### src/ccl_pkg.sv
// constants and types shared by the counter, compare and latch block
package ccl_pkg;

  // channel count and widths
  localparam int NCH = 4;
  localparam int CNT_W = 32;
  localparam int NPWM = 8;

  // register offsets (byte addresses; count, compare and latch are four-word windows, pwm duty eight words)
  localparam logic [7:0] OFS_CTRL = 8'h00;
  localparam logic [7:0] OFS_EDGE = 8'h04;
  localparam logic [7:0] OFS_STAT = 8'h08;
  localparam logic [7:0] OFS_MASK = 8'h0C;
  localparam logic [7:0] OFS_PERIOD = 8'h10;
  localparam logic [7:0] OFS_TS = 8'h14;
  localparam logic [7:0] OFS_PWM_PER = 8'h18;
  localparam logic [7:0] OFS_CNT = 8'h20;
  localparam logic [7:0] OFS_CMP = 8'h30;
  localparam logic [7:0] OFS_LATCH = 8'h40;
  localparam logic [7:0] OFS_PWM_DUTY = 8'h60;

  // trigger source field codes
  localparam logic [1:0] SRC_TRIG = 2'h0;
  localparam logic [1:0] SRC_SYNC = 2'h1;
  localparam logic [1:0] SRC_TIMER = 2'h2;

  // edge evaluation codes, two bits per channel
  localparam logic [1:0] EDGE_SINGLE = 2'h0;
  localparam logic [1:0] EDGE_DOUBLE = 2'h1;
  localparam logic [1:0] EDGE_QUAD = 2'h2;

  // status and mask bit positions
  localparam int ST_CAP = 0;
  localparam int ST_CMP = 1;
  localparam int ST_SEQ = 2;
  localparam int ST_W = 3;

  // reset values
  localparam logic [11:0] CTRL_RST = 12'h000;
  localparam logic [7:0] EDGE_RST = 8'hAA;
  localparam logic [31:0] PERIOD_RST = 32'h0000_0000;

  // time stamp tick of one microsecond
  localparam int CLK_HZ = 25_000_000;
  localparam int TS_TICK_NS = 1000;
  localparam int TS_DIV = (TS_TICK_NS * (CLK_HZ / 1_000_000)) / 1000;

  // control register layout
  typedef struct packed {
    logic [3:0] cmp_en;
    logic spare;
    logic idx_clr;
    logic modulo;
    logic [1:0] src;
    logic acq_en;
    logic init_done;
    logic pwm_mode;
  } ccl_ctrl_t;

  // one captured set: time stamp plus all counts
  typedef struct packed {
    logic [31:0] ts;
    logic [NCH-1:0][CNT_W-1:0] cnt;
  } ccl_cap_t;

  // acquisition state
  typedef enum logic [0:0] {ACQ_IDLE, ACQ_RUN} ccl_acq_t;

endpackage

### src/ccl_top.sv
// four channel quadrature counter with compare, latch and acquisition
//
// The strobed register port and the register addresses were decided locally.
`timescale 1ns/1ps

// How it works
// - four channels, each a 32-bit count
// - single, double or quadruple edge evaluation
// - inputs become eight pwm outputs, config-fixed
// - count equals compare raises trigger, latches
// - modulo mode retriggers at each multiple
// - compare trigger driven onto sync output
// - each count, compare or latch read returns one channel
// - capture on trigger input or sync trigger
// - periodic capture paced by internal timer
// - captured sets pushed out without request
// - each capture carries a time stamp
module ccl_top #(
  parameter int PWM_W = 16
) (
  input wire logic sys_clk,
  input wire logic rst,
  input wire logic [ccl_pkg::NCH-1:0] enc_a,
  input wire logic [ccl_pkg::NCH-1:0] enc_b,
  input wire logic [ccl_pkg::NCH-1:0] enc_idx,
  input wire logic trig_in,
  input wire logic sync_in,
  output logic sync_out,
  output logic [ccl_pkg::NPWM-1:0] pwm_out,
  output logic cap_valid,
  output ccl_pkg::ccl_cap_t cap_data,
  output logic irq,
  input wire logic [7:0] reg_addr,
  input wire logic [31:0] reg_wdata,
  input wire logic reg_wr,
  input wire logic reg_rd,
  output logic [31:0] reg_rdata
);
  import ccl_pkg::*;

  ccl_ctrl_t ctrl_reg;
  ccl_acq_t acq_reg;
  logic [2*NCH-1:0] edge_reg;
  logic [ST_W-1:0] stat_reg;
  logic [ST_W-1:0] mask_reg;
  logic [ST_W-1:0] stat_set;
  logic [31:0] period_reg;
  logic [31:0] tmr_reg;
  logic [31:0] ts_reg;
  logic [7:0] tsdiv_reg;
  logic [NCH-1:0][CNT_W-1:0] cnt_reg;
  logic [NCH-1:0][CNT_W-1:0] cmp_reg;
  logic [NCH-1:0][CNT_W-1:0] tgt_reg;
  logic [NCH-1:0][CNT_W-1:0] latch_reg;
  logic [NCH-1:0][CNT_W-1:0] cnt_next;
  logic [NCH-1:0] a_reg;
  logic [NCH-1:0] b_reg;
  logic [NCH-1:0] idx_reg;
  logic [NCH-1:0] step;
  logic [NCH-1:0] up;
  logic [NCH-1:0] match;
  logic [NCH-1:0] wr_cmp;
  logic [NPWM-1:0][PWM_W-1:0] duty_reg;
  logic [PWM_W-1:0] pwm_per_reg;
  logic [PWM_W-1:0] pwm_cnt_reg;
  logic trig_prev_reg;
  logic sync_prev_reg;
  logic counting;
  logic cmp_trig;
  logic timer_tick;
  logic acq_fire;
  logic [31:0] rd_mux;

  // counters only run once inputs are initialised and not in pwm mode
  // init before counting
  assign counting = ctrl_reg.init_done & ~ctrl_reg.pwm_mode;

  // per channel decode and compare
  genvar gi;
  generate
    for (gi = 0; gi < NCH; gi++)
    begin : g_ch
      logic a_edge;
      logic b_edge;
      assign a_edge = enc_a[gi] ^ a_reg[gi];
      assign b_edge = enc_b[gi] ^ b_reg[gi];

      always_comb
      begin
        step[gi] = 1'b0;
        up[gi] = 1'b0;
        case (edge_reg[2*gi +: 2])
          EDGE_SINGLE:
          begin
            step[gi] = a_edge & enc_a[gi];
            up[gi] = ~enc_b[gi];
          end
          EDGE_DOUBLE:
          begin
            step[gi] = a_edge;
            up[gi] = enc_a[gi] ^ enc_b[gi];
          end
          default:
          begin
            // quad: a edge counts like double, b edge the inverse sense
            step[gi] = a_edge | b_edge;
            up[gi] = a_edge ? (enc_a[gi] ^ enc_b[gi])
                            : ~(enc_a[gi] ^ enc_b[gi]);
          end
        endcase
      end

      assign cnt_next[gi] = up[gi] ? cnt_reg[gi] + 32'h0000_0001
                                   : cnt_reg[gi] - 32'h0000_0001;

      assign match[gi] = counting & step[gi] & ctrl_reg.cmp_en[gi] &
                         (cnt_next[gi] == tgt_reg[gi]);

      assign wr_cmp[gi] = reg_wr & (reg_addr[7:4] == OFS_CMP[7:4]) &
                          (reg_addr[3:2] == 2'(gi));

      // count register, index may zero it
      always_ff @(posedge sys_clk or posedge rst)
      begin
        if (rst)
          cnt_reg[gi] <= 32'h0000_0000;
        else if (counting & ctrl_reg.idx_clr & enc_idx[gi] & ~idx_reg[gi])
          cnt_reg[gi] <= 32'h0000_0000;
        else if (counting & step[gi])
          cnt_reg[gi] <= cnt_next[gi];
      end

      // compare value and moving target
      always_ff @(posedge sys_clk or posedge rst)
      begin
        if (rst)
        begin
          cmp_reg[gi] <= 32'h0000_0000;
          tgt_reg[gi] <= 32'h0000_0000;
        end
        else if (wr_cmp[gi])
        begin
          cmp_reg[gi] <= reg_wdata;
          tgt_reg[gi] <= reg_wdata;
        end
        // next multiple in the running direction
        else if (match[gi] & ctrl_reg.modulo)
          tgt_reg[gi] <= up[gi] ? tgt_reg[gi] + cmp_reg[gi]
                                : tgt_reg[gi] - cmp_reg[gi];
      end

      always_ff @(posedge sys_clk or posedge rst)
      begin
        if (rst)
          latch_reg[gi] <= 32'h0000_0000;
        else if (match[gi])
          latch_reg[gi] <= cnt_next[gi];
      end
    end
  endgenerate

  // previous input levels for edge detection
  always_ff @(posedge sys_clk or posedge rst)
  begin
    if (rst)
    begin
      a_reg <= '0;
      b_reg <= '0;
      idx_reg <= '0;
      trig_prev_reg <= 1'b0;
      sync_prev_reg <= 1'b0;
    end
    else
    begin
      a_reg <= enc_a;
      b_reg <= enc_b;
      idx_reg <= enc_idx;
      trig_prev_reg <= trig_in;
      sync_prev_reg <= sync_in;
    end
  end

  // any channel match is the block's own synchro trigger
  assign cmp_trig = |match;

  always_ff @(posedge sys_clk or posedge rst)
  begin
    if (rst)
      sync_out <= 1'b0;
    else
      sync_out <= cmp_trig;
  end

  // free running microsecond time stamp
  always_ff @(posedge sys_clk or posedge rst)
  begin
    if (rst)
    begin
      tsdiv_reg <= 8'h00;
      ts_reg <= 32'h0000_0000;
    end
    else if (tsdiv_reg == 8'(TS_DIV - 1))
    begin
      tsdiv_reg <= 8'h00;
      ts_reg <= ts_reg + 32'h0000_0001;
    end
    else
      tsdiv_reg <= tsdiv_reg + 8'h01;
  end

  // synchro timer, period zero stops it
  // at-or-above so a shortened period cannot strand the timer past its end
  assign timer_tick = (period_reg != 32'h0000_0000) &&
                      (tmr_reg >= period_reg - 32'h0000_0001);

  always_ff @(posedge sys_clk or posedge rst)
  begin
    if (rst)
      tmr_reg <= 32'h0000_0000;
    else if (acq_reg != ACQ_RUN || timer_tick ||
             period_reg == 32'h0000_0000)
      tmr_reg <= 32'h0000_0000;
    else
      tmr_reg <= tmr_reg + 32'h0000_0001;
  end

  // acquisition state: runs only when enabled after initialisation
  always_ff @(posedge sys_clk or posedge rst)
  begin
    if (rst)
      acq_reg <= ACQ_IDLE;
    else
      case (acq_reg)
        ACQ_IDLE:
          if (ctrl_reg.acq_en & counting)
            acq_reg <= ACQ_RUN;
        ACQ_RUN:
          if (~ctrl_reg.acq_en | ~counting)
            acq_reg <= ACQ_IDLE;
        default:
          acq_reg <= ACQ_IDLE;
      endcase
  end

  always_comb
  begin
    acq_fire = 1'b0;
    case (ctrl_reg.src)
      SRC_TRIG:
        acq_fire = trig_in & ~trig_prev_reg;
      SRC_SYNC:
        acq_fire = (sync_in & ~sync_prev_reg) | cmp_trig;
      SRC_TIMER:
        acq_fire = timer_tick;
      default:
        acq_fire = 1'b0;
    endcase
    if (acq_reg != ACQ_RUN)
      acq_fire = 1'b0;
  end

  // push captured set out at once
  // stamp taken in the capture cycle
  always_ff @(posedge sys_clk or posedge rst)
  begin
    if (rst)
    begin
      cap_valid <= 1'b0;
      cap_data <= '0;
    end
    else
    begin
      cap_valid <= acq_fire;
      if (acq_fire)
      begin
        cap_data.ts <= ts_reg;
        cap_data.cnt <= cnt_reg;
      end
    end
  end

  // pwm period counter, outputs low outside pwm mode
  always_ff @(posedge sys_clk or posedge rst)
  begin
    if (rst)
      pwm_cnt_reg <= '0;
    else if (~ctrl_reg.pwm_mode || pwm_cnt_reg >= pwm_per_reg)
      pwm_cnt_reg <= '0;
    else
      pwm_cnt_reg <= pwm_cnt_reg + PWM_W'(1);
  end

  always_ff @(posedge sys_clk or posedge rst)
  begin
    if (rst)
      pwm_out <= '0;
    else
      for (int k = 0; k < NPWM; k++)
        pwm_out[k] <= ctrl_reg.pwm_mode & (pwm_cnt_reg < duty_reg[k]);
  end

  // events for status; sequence error when acquisition asked before init
  assign stat_set[ST_CAP] = acq_fire;
  assign stat_set[ST_CMP] = cmp_trig;
  assign stat_set[ST_SEQ] = ctrl_reg.acq_en & ~ctrl_reg.init_done;

  // sticky status, write one clears, a new event wins over the clear
  always_ff @(posedge sys_clk or posedge rst)
  begin
    if (rst)
      stat_reg <= '0;
    else if (reg_wr && reg_addr == OFS_STAT)
      stat_reg <= (stat_reg & ~reg_wdata[ST_W-1:0]) | stat_set;
    else
      stat_reg <= stat_reg | stat_set;
  end

  assign irq = |(stat_reg & mask_reg);

  // configuration registers
  always_ff @(posedge sys_clk or posedge rst)
  begin
    if (rst)
    begin
      ctrl_reg <= CTRL_RST;
      edge_reg <= EDGE_RST;
      mask_reg <= '0;
      period_reg <= PERIOD_RST;
      pwm_per_reg <= '0;
    end
    else if (reg_wr)
      case (reg_addr)
        OFS_CTRL:
        begin
          ctrl_reg <= reg_wdata[11:0];
          if (ctrl_reg.init_done)
            ctrl_reg.pwm_mode <= ctrl_reg.pwm_mode;
        end
        OFS_EDGE: edge_reg <= reg_wdata[2*NCH-1:0];
        OFS_MASK: mask_reg <= reg_wdata[ST_W-1:0];
        OFS_PERIOD: period_reg <= reg_wdata;
        OFS_PWM_PER: pwm_per_reg <= reg_wdata[PWM_W-1:0];
        default: ;
      endcase
  end

  // pwm duty words, eight in a row
  always_ff @(posedge sys_clk or posedge rst)
  begin
    if (rst)
      duty_reg <= '0;
    else if (reg_wr && reg_addr[7:5] == OFS_PWM_DUTY[7:5])
      duty_reg[reg_addr[4:2]] <= reg_wdata[PWM_W-1:0];
  end

  // read mux; count and latch windows hold one channel per word
  always_comb
  begin
    rd_mux = 32'h0000_0000;
    case (reg_addr[7:4])
      OFS_CTRL[7:4]:
        case (reg_addr)
          OFS_CTRL: rd_mux = 32'(ctrl_reg);
          OFS_EDGE: rd_mux = 32'(edge_reg);
          OFS_STAT: rd_mux = 32'(stat_reg);
          OFS_MASK: rd_mux = 32'(mask_reg);
          default: rd_mux = 32'h0000_0000;
        endcase
      OFS_PERIOD[7:4]:
        case (reg_addr)
          OFS_PERIOD: rd_mux = period_reg;
          OFS_TS: rd_mux = ts_reg;
          OFS_PWM_PER: rd_mux = 32'(pwm_per_reg);
          default: rd_mux = {31'h0000_0000, acq_reg == ACQ_RUN};
        endcase
      OFS_CNT[7:4]: rd_mux = cnt_reg[reg_addr[3:2]];
      OFS_CMP[7:4]: rd_mux = cmp_reg[reg_addr[3:2]];
      OFS_LATCH[7:4]: rd_mux = latch_reg[reg_addr[3:2]];
      OFS_PWM_DUTY[7:4], 4'h7:
        rd_mux = 32'(duty_reg[reg_addr[4:2]]);
      default: rd_mux = 32'h0000_0000;
    endcase
  end

  // read data valid only in the cycle after the strobe
  always_ff @(posedge sys_clk or posedge rst)
  begin
    if (rst)
      reg_rdata <= 32'h0000_0000;
    else if (reg_rd)
      reg_rdata <= rd_mux;
    else
      reg_rdata <= 32'h0000_0000;
  end

endmodule // ccl_top

### config.mk
export PLATFORM = sky130hd
export DESIGN_NAME = ccl_top
export DESIGN_NICKNAME = d
export VERILOG_FILES = /design/src/ccl_pkg.sv /design/src/ccl_top.sv
export SDC_FILE = /design/constraint.sdc
export NUM_CORES = 2
export LEC_CHECK = 0
export ABC_AREA = 1
export BUFFER_PORTS_ARGS = -buffer_cell sky130_fd_sc_hd__buf_4
export CAP_MARGIN = 0
export CORE_MARGIN = 2
export CORE_UTILIZATION = 38
export DETAILED_ROUTE_END_ITERATION = 12
export PLACE_DENSITY = 0.58
export SLEW_MARGIN = 20
export SYNTH_ARGS = -nofsm -noshare
export SYNTH_HDL_FRONTEND = slang
export SYNTH_SLANG_ARGS = --single-unit
### constraint.sdc
create_clock -name sys_clk -period 89.5 [get_ports sys_clk]
set_input_delay 13.425 -clock sys_clk [delete_from_list [all_inputs] [get_ports sys_clk]]
set_output_delay 13.425 -clock sys_clk [all_outputs]
set_load 0.05 [all_outputs]
==> results.sh <==
export IMPL_outcome="finished clean"
export IMPL_cp_launch_type="primary input"
export IMPL_timing_final_ws_setup_ns=69.55
export IMPL_area_growth_synth_to_final_pct=12.52
export IMPL_h_tree_depth=4
export IMPL_core_area_um2=176500
export IMPL_grt_pass1_vias=64840
export IMPL_nNetsFinal=9823
export IMPL_worstHoldPathType="flop to flop"
export IMPL_grt_start_max_net_pins=162
export IMPL_dieArea_um2=181600
export IMPL_dp_hpwl_um=262600
export IMPL_die_width_um=426.1
export IMPL_post_cts_setup_buffer_count=0
export IMPL_asyncSetResetFlopFracSynth_pct=100.0
export IMPL_regArea_um2=25510
export IMPL_grt_setup_unrepaired="no"
export IMPL_total_via_count_in_the_routed_design=69380
export IMPL_route_detailed_vias_per_inst=5.831
export IMPL_syn_inst=9329
export IMPL_wl_per_cell_um=28.19
export IMPL_drv_max_cap_violation_count=0
export IMPL_post_synth_cell_area_avg_um2=7.258
export IMPL_synth_top_flop_cell="sky130_fd_sc_hd__dfrtp_1"
export IMPL_route_detailed_drc=0
export IMPL_slowest_stage="sky130_fd_sc_hd__nand2_1"
export IMPL_clock_sink_count=1019
export IMPL_cp_data_arrival_time_ns=20.67
export IMPL_rows=154
export IMPL_slew_headroom_pct=13.10
export IMPL_worst_path_max_fanout=55
export IMPL_timing_final_max_slew_violations=0
export IMPL_detailedPlace_worstSlack_ns=69.00
export IMPL_cts_buffers_inserted=130
export IMPL_final_area_um2=76190
export IMPL_worstSkewPairLatency_ns=0.81
export IMPL_min_period_over_period_pct=22.30
export IMPL_tritoncts_clock_tree="built"
export IMPL_setup_violations=0
export IMPL_largest_register_ff_count=160
export IMPL_registers_top_by_ff_count="cap_data"
export IMPL_grt_remaining_overflow=0
export IMPL_io_buffers=260
export IMPL_p_leak_nw=37.93
export IMPL_final_hold_violation_count=0
export IMPL_setup_worst_path_class="primary input to flop"
export IMPL_placedInstanceArea_um2=71800
export IMPL_wirelength_um=335500
export IMPL_tightest_slew_ns=1.299
export IMPL_mappedNetlistNets=9701
export IMPL_first_pass_grt_wire_length_um=474100
export IMPL_layout_core_utilization_pct=43.17
export IMPL_ant_nets=0
export IMPL_number_of_antenna_violations_at_the_first_check_in_global_routing=29
export IMPL_clock_root_buffer="sky130_fd_sc_hd__clkbuf_16"
export IMPL_netlist_area_um2=67710
export IMPL_floorplan_initialDensity_pct=38.36
export IMPL_ctsHoldBuffers=0
export IMPL_multiInputGateArea_um2=36230
export IMPL_worst_path_dominant_cell_family="simple AND/OR/NAND/NOR gates"
export IMPL_yosys_warnings=0
export IMPL_netlist_cell_type_count=69
export IMPL_fill_cells=18400
export IMPL_die_height_um=426.1
export IMPL_gp_routability_congestion=1.058
export IMPL_sequential_cell_area_fraction_in_the_yosys_report_pct=37.67
export IMPL_timing_critical_path_mode_cell="sky130_fd_sc_hd__nand2_1"
export IMPL_cts_repair_resize_count=0
export IMPL_drtPass1Iterations=9
export IMPL_vdd_ir_drop_max_mv=0.01934
export IMPL_finalSetupTns_ns=0
export IMPL_top_level_ports=261
export IMPL_synth_seq_cells=1019
export IMPL_worstSetupEndpointType="flop"
export IMPL_power_density_cell_area_nw_per_um2=28.99
export IMPL_path_clk_slew_ns=0.06
export IMPL_groute_usage_overall_pct=36.30
export IMPL_fmax_ghz=0.05011
export IMPL_drtIter0Drc=8527
export IMPL_timing_clock_skew_ns=0.02929
export IMPL_max_stage_delay_ns=0.70
export IMPL_cts_buffer_depth=3
export IMPL_post_route_min_period_ns=19.95
export IMPL_critical_path_n_buffers_inverters=7
export IMPL_critical_path_required_ns=90.22
export IMPL_fraction_of_final_layout_cells_with_drive_strength_greater_than_1_pct=6.755
export IMPL_synth_edff_count=0
[cell type report]
type / instances / share of cell area (%)
Timing Repair Buffer: 359 / 3.597
Sequential cell: 1019 / 33.48
Multi-Input combinational cell: 6765 / 47.55
Inverter: 1176 / 5.805
Tap cell: 2340 / 3.843
Clock buffer: 187 / 4.976
Clock inverter: 43 / 0.7160
Antenna cell: 10 / 0.03285
[synth_stat cells (14+ instances only)]
library cell                count  area, um^2
sky130_fd_sc_hd__nand2_1     2502        9392
sky130_fd_sc_hd__a21oi_1      375        1877
sky130_fd_sc_hd__buf_1         15       56.30
sky130_fd_sc_hd__o2111ai_1     16       140.1
sky130_fd_sc_hd__nand3_1      721        3608
sky130_fd_sc_hd__dfrtp_1     1015       25400
sky130_fd_sc_hd__o311ai_1      17       148.9
sky130_fd_sc_hd__o21ai_1       15       75.07
sky130_fd_sc_hd__buf_6         25       281.5
sky130_fd_sc_hd__a31oi_1       45       281.5
sky130_fd_sc_hd__nor2_1       646        2425
sky130_fd_sc_hd__buf_2         67       335.3
sky130_fd_sc_hd__o211ai_1      44       330.3
sky130_fd_sc_hd__nor3_1       124       620.6
sky130_fd_sc_hd__inv_1       1159        4350
sky130_fd_sc_hd__a211oi_1      15       112.6
sky130_fd_sc_hd__nand3b_1      65       488.0
sky130_fd_sc_hd__o21bai_1      21       157.7
sky130_fd_sc_hd__nor3b_1       22       165.2
sky130_fd_sc_hd__xor2_1       252        2207
sky130_fd_sc_hd__nor4_1        24       150.1
sky130_fd_sc_hd__clkbuf_1     246       923.4
sky130_fd_sc_hd__o311ai_0      26       227.7
sky130_fd_sc_hd__a22oi_1       95       713.2
sky130_fd_sc_hd__ha_1         310        3879
sky130_fd_sc_hd__o41ai_1      101       884.6
sky130_fd_sc_hd__o21a_1        26       195.2
sky130_fd_sc_hd__a221oi_1      14       122.6
sky130_fd_sc_hd__xnor2_1       62       543.0
sky130_fd_sc_hd__o22ai_1      235        1470
sky130_fd_sc_hd__nand4_1      100       625.6
sky130_fd_sc_hd__o221ai_1      30       262.8
sky130_fd_sc_hd__o21ai_0      718        3593
[through the flow]
step | cells | total power [mW] | hold WS (ns)
2_1_floorplan | 9329 | 1.257 | 0.4362
3_3_place_gp | 11660 | 1.633 | 0.4506
3_5_place_dp | 11660 | 1.633 | 0.4524
4_1_cts | 11890 | 2.187 | 0.4596
5_1_grt | 11890 | 2.326 | 0.4881
6_report | 11900 | 2.209 | 0.4607
[metal layers]
layer	up-vias	global-route usage (%)	share of wire, %
li1	31430	-	-
met1	33950	50.21	43
met2	3371	52.34	42
met3	621	7.445	8.7
met4	12	20.92	6.6
met5	-	0	0.027
[placed cells by master (no fill, tap or decap), types with 95 or more instances in the layout]
master / synthesis / final
sky130_fd_sc_hd__o22ai_1: 235 / 235
sky130_fd_sc_hd__xor2_1: 252 / 252
sky130_fd_sc_hd__nand3_1: 721 / 720
sky130_fd_sc_hd__buf_4: 10 / 356
sky130_fd_sc_hd__a22oi_1: 95 / 95
sky130_fd_sc_hd__ha_1: 310 / 310
sky130_fd_sc_hd__o21ai_0: 718 / 718
sky130_fd_sc_hd__dfrtp_1: 1015 / 1014
sky130_fd_sc_hd__nand2_1: 2502 / 2497
sky130_fd_sc_hd__clkbuf_16: 0 / 133
sky130_fd_sc_hd__a21oi_1: 375 / 375
sky130_fd_sc_hd__inv_1: 1159 / 1157
sky130_fd_sc_hd__o41ai_1: 101 / 100
sky130_fd_sc_hd__nor2_1: 646 / 637
sky130_fd_sc_hd__nor3_1: 124 / 121
sky130_fd_sc_hd__nand4_1: 100 / 100
[cell families (layout without fill, tap and decap cells)]
logic type,count (synthesis),after routing,share of synthesized area [%]
other cells,0,10,0
fa+ha+maj,314,314,5.847
mux,11,11,0.1626
simple gates,4265,4265,26.44
xor+xnor,327,327,4.498
flops,1019,1019,37.67
compound gates,1848,1848,16.35
buf+inv,1545,1765,9.036
[power by group]
part	total (mW)	internal [mW]	switching (mW)
Sequential	0.663	0.534	0.130
Clock	0.548	0.321	0.226
Combinational	0.997	0.288	0.709
Total	2.21	1.14	1.07
[worst paths after layout]
path	startpoint	endpoint	slack, ns	cells after the start
max	enc_a[3]	cap_data[120]$_DFFE_PP0P_	69.55	33
min	ctrl_reg[1]$_DFFE_PP0P_	stat_reg[2]$_DFF_PP0_	0.46	1
max reg2reg	period_reg[0]$_DFFE_PP0P_	cap_data[120]$_DFFE_PP0P_	80.89	28
min reg2reg	ctrl_reg[1]$_DFFE_PP0P_	stat_reg[2]$_DFF_PP0_	0.46	1
max in group asynchronous	rst	cap_data[6]$_DFFE_PP0P_	73.72	5
min in group asynchronous	rst	cap_data[122]$_DFFE_PP0P_	12.63	2
(Power assumes the default switching activity.)
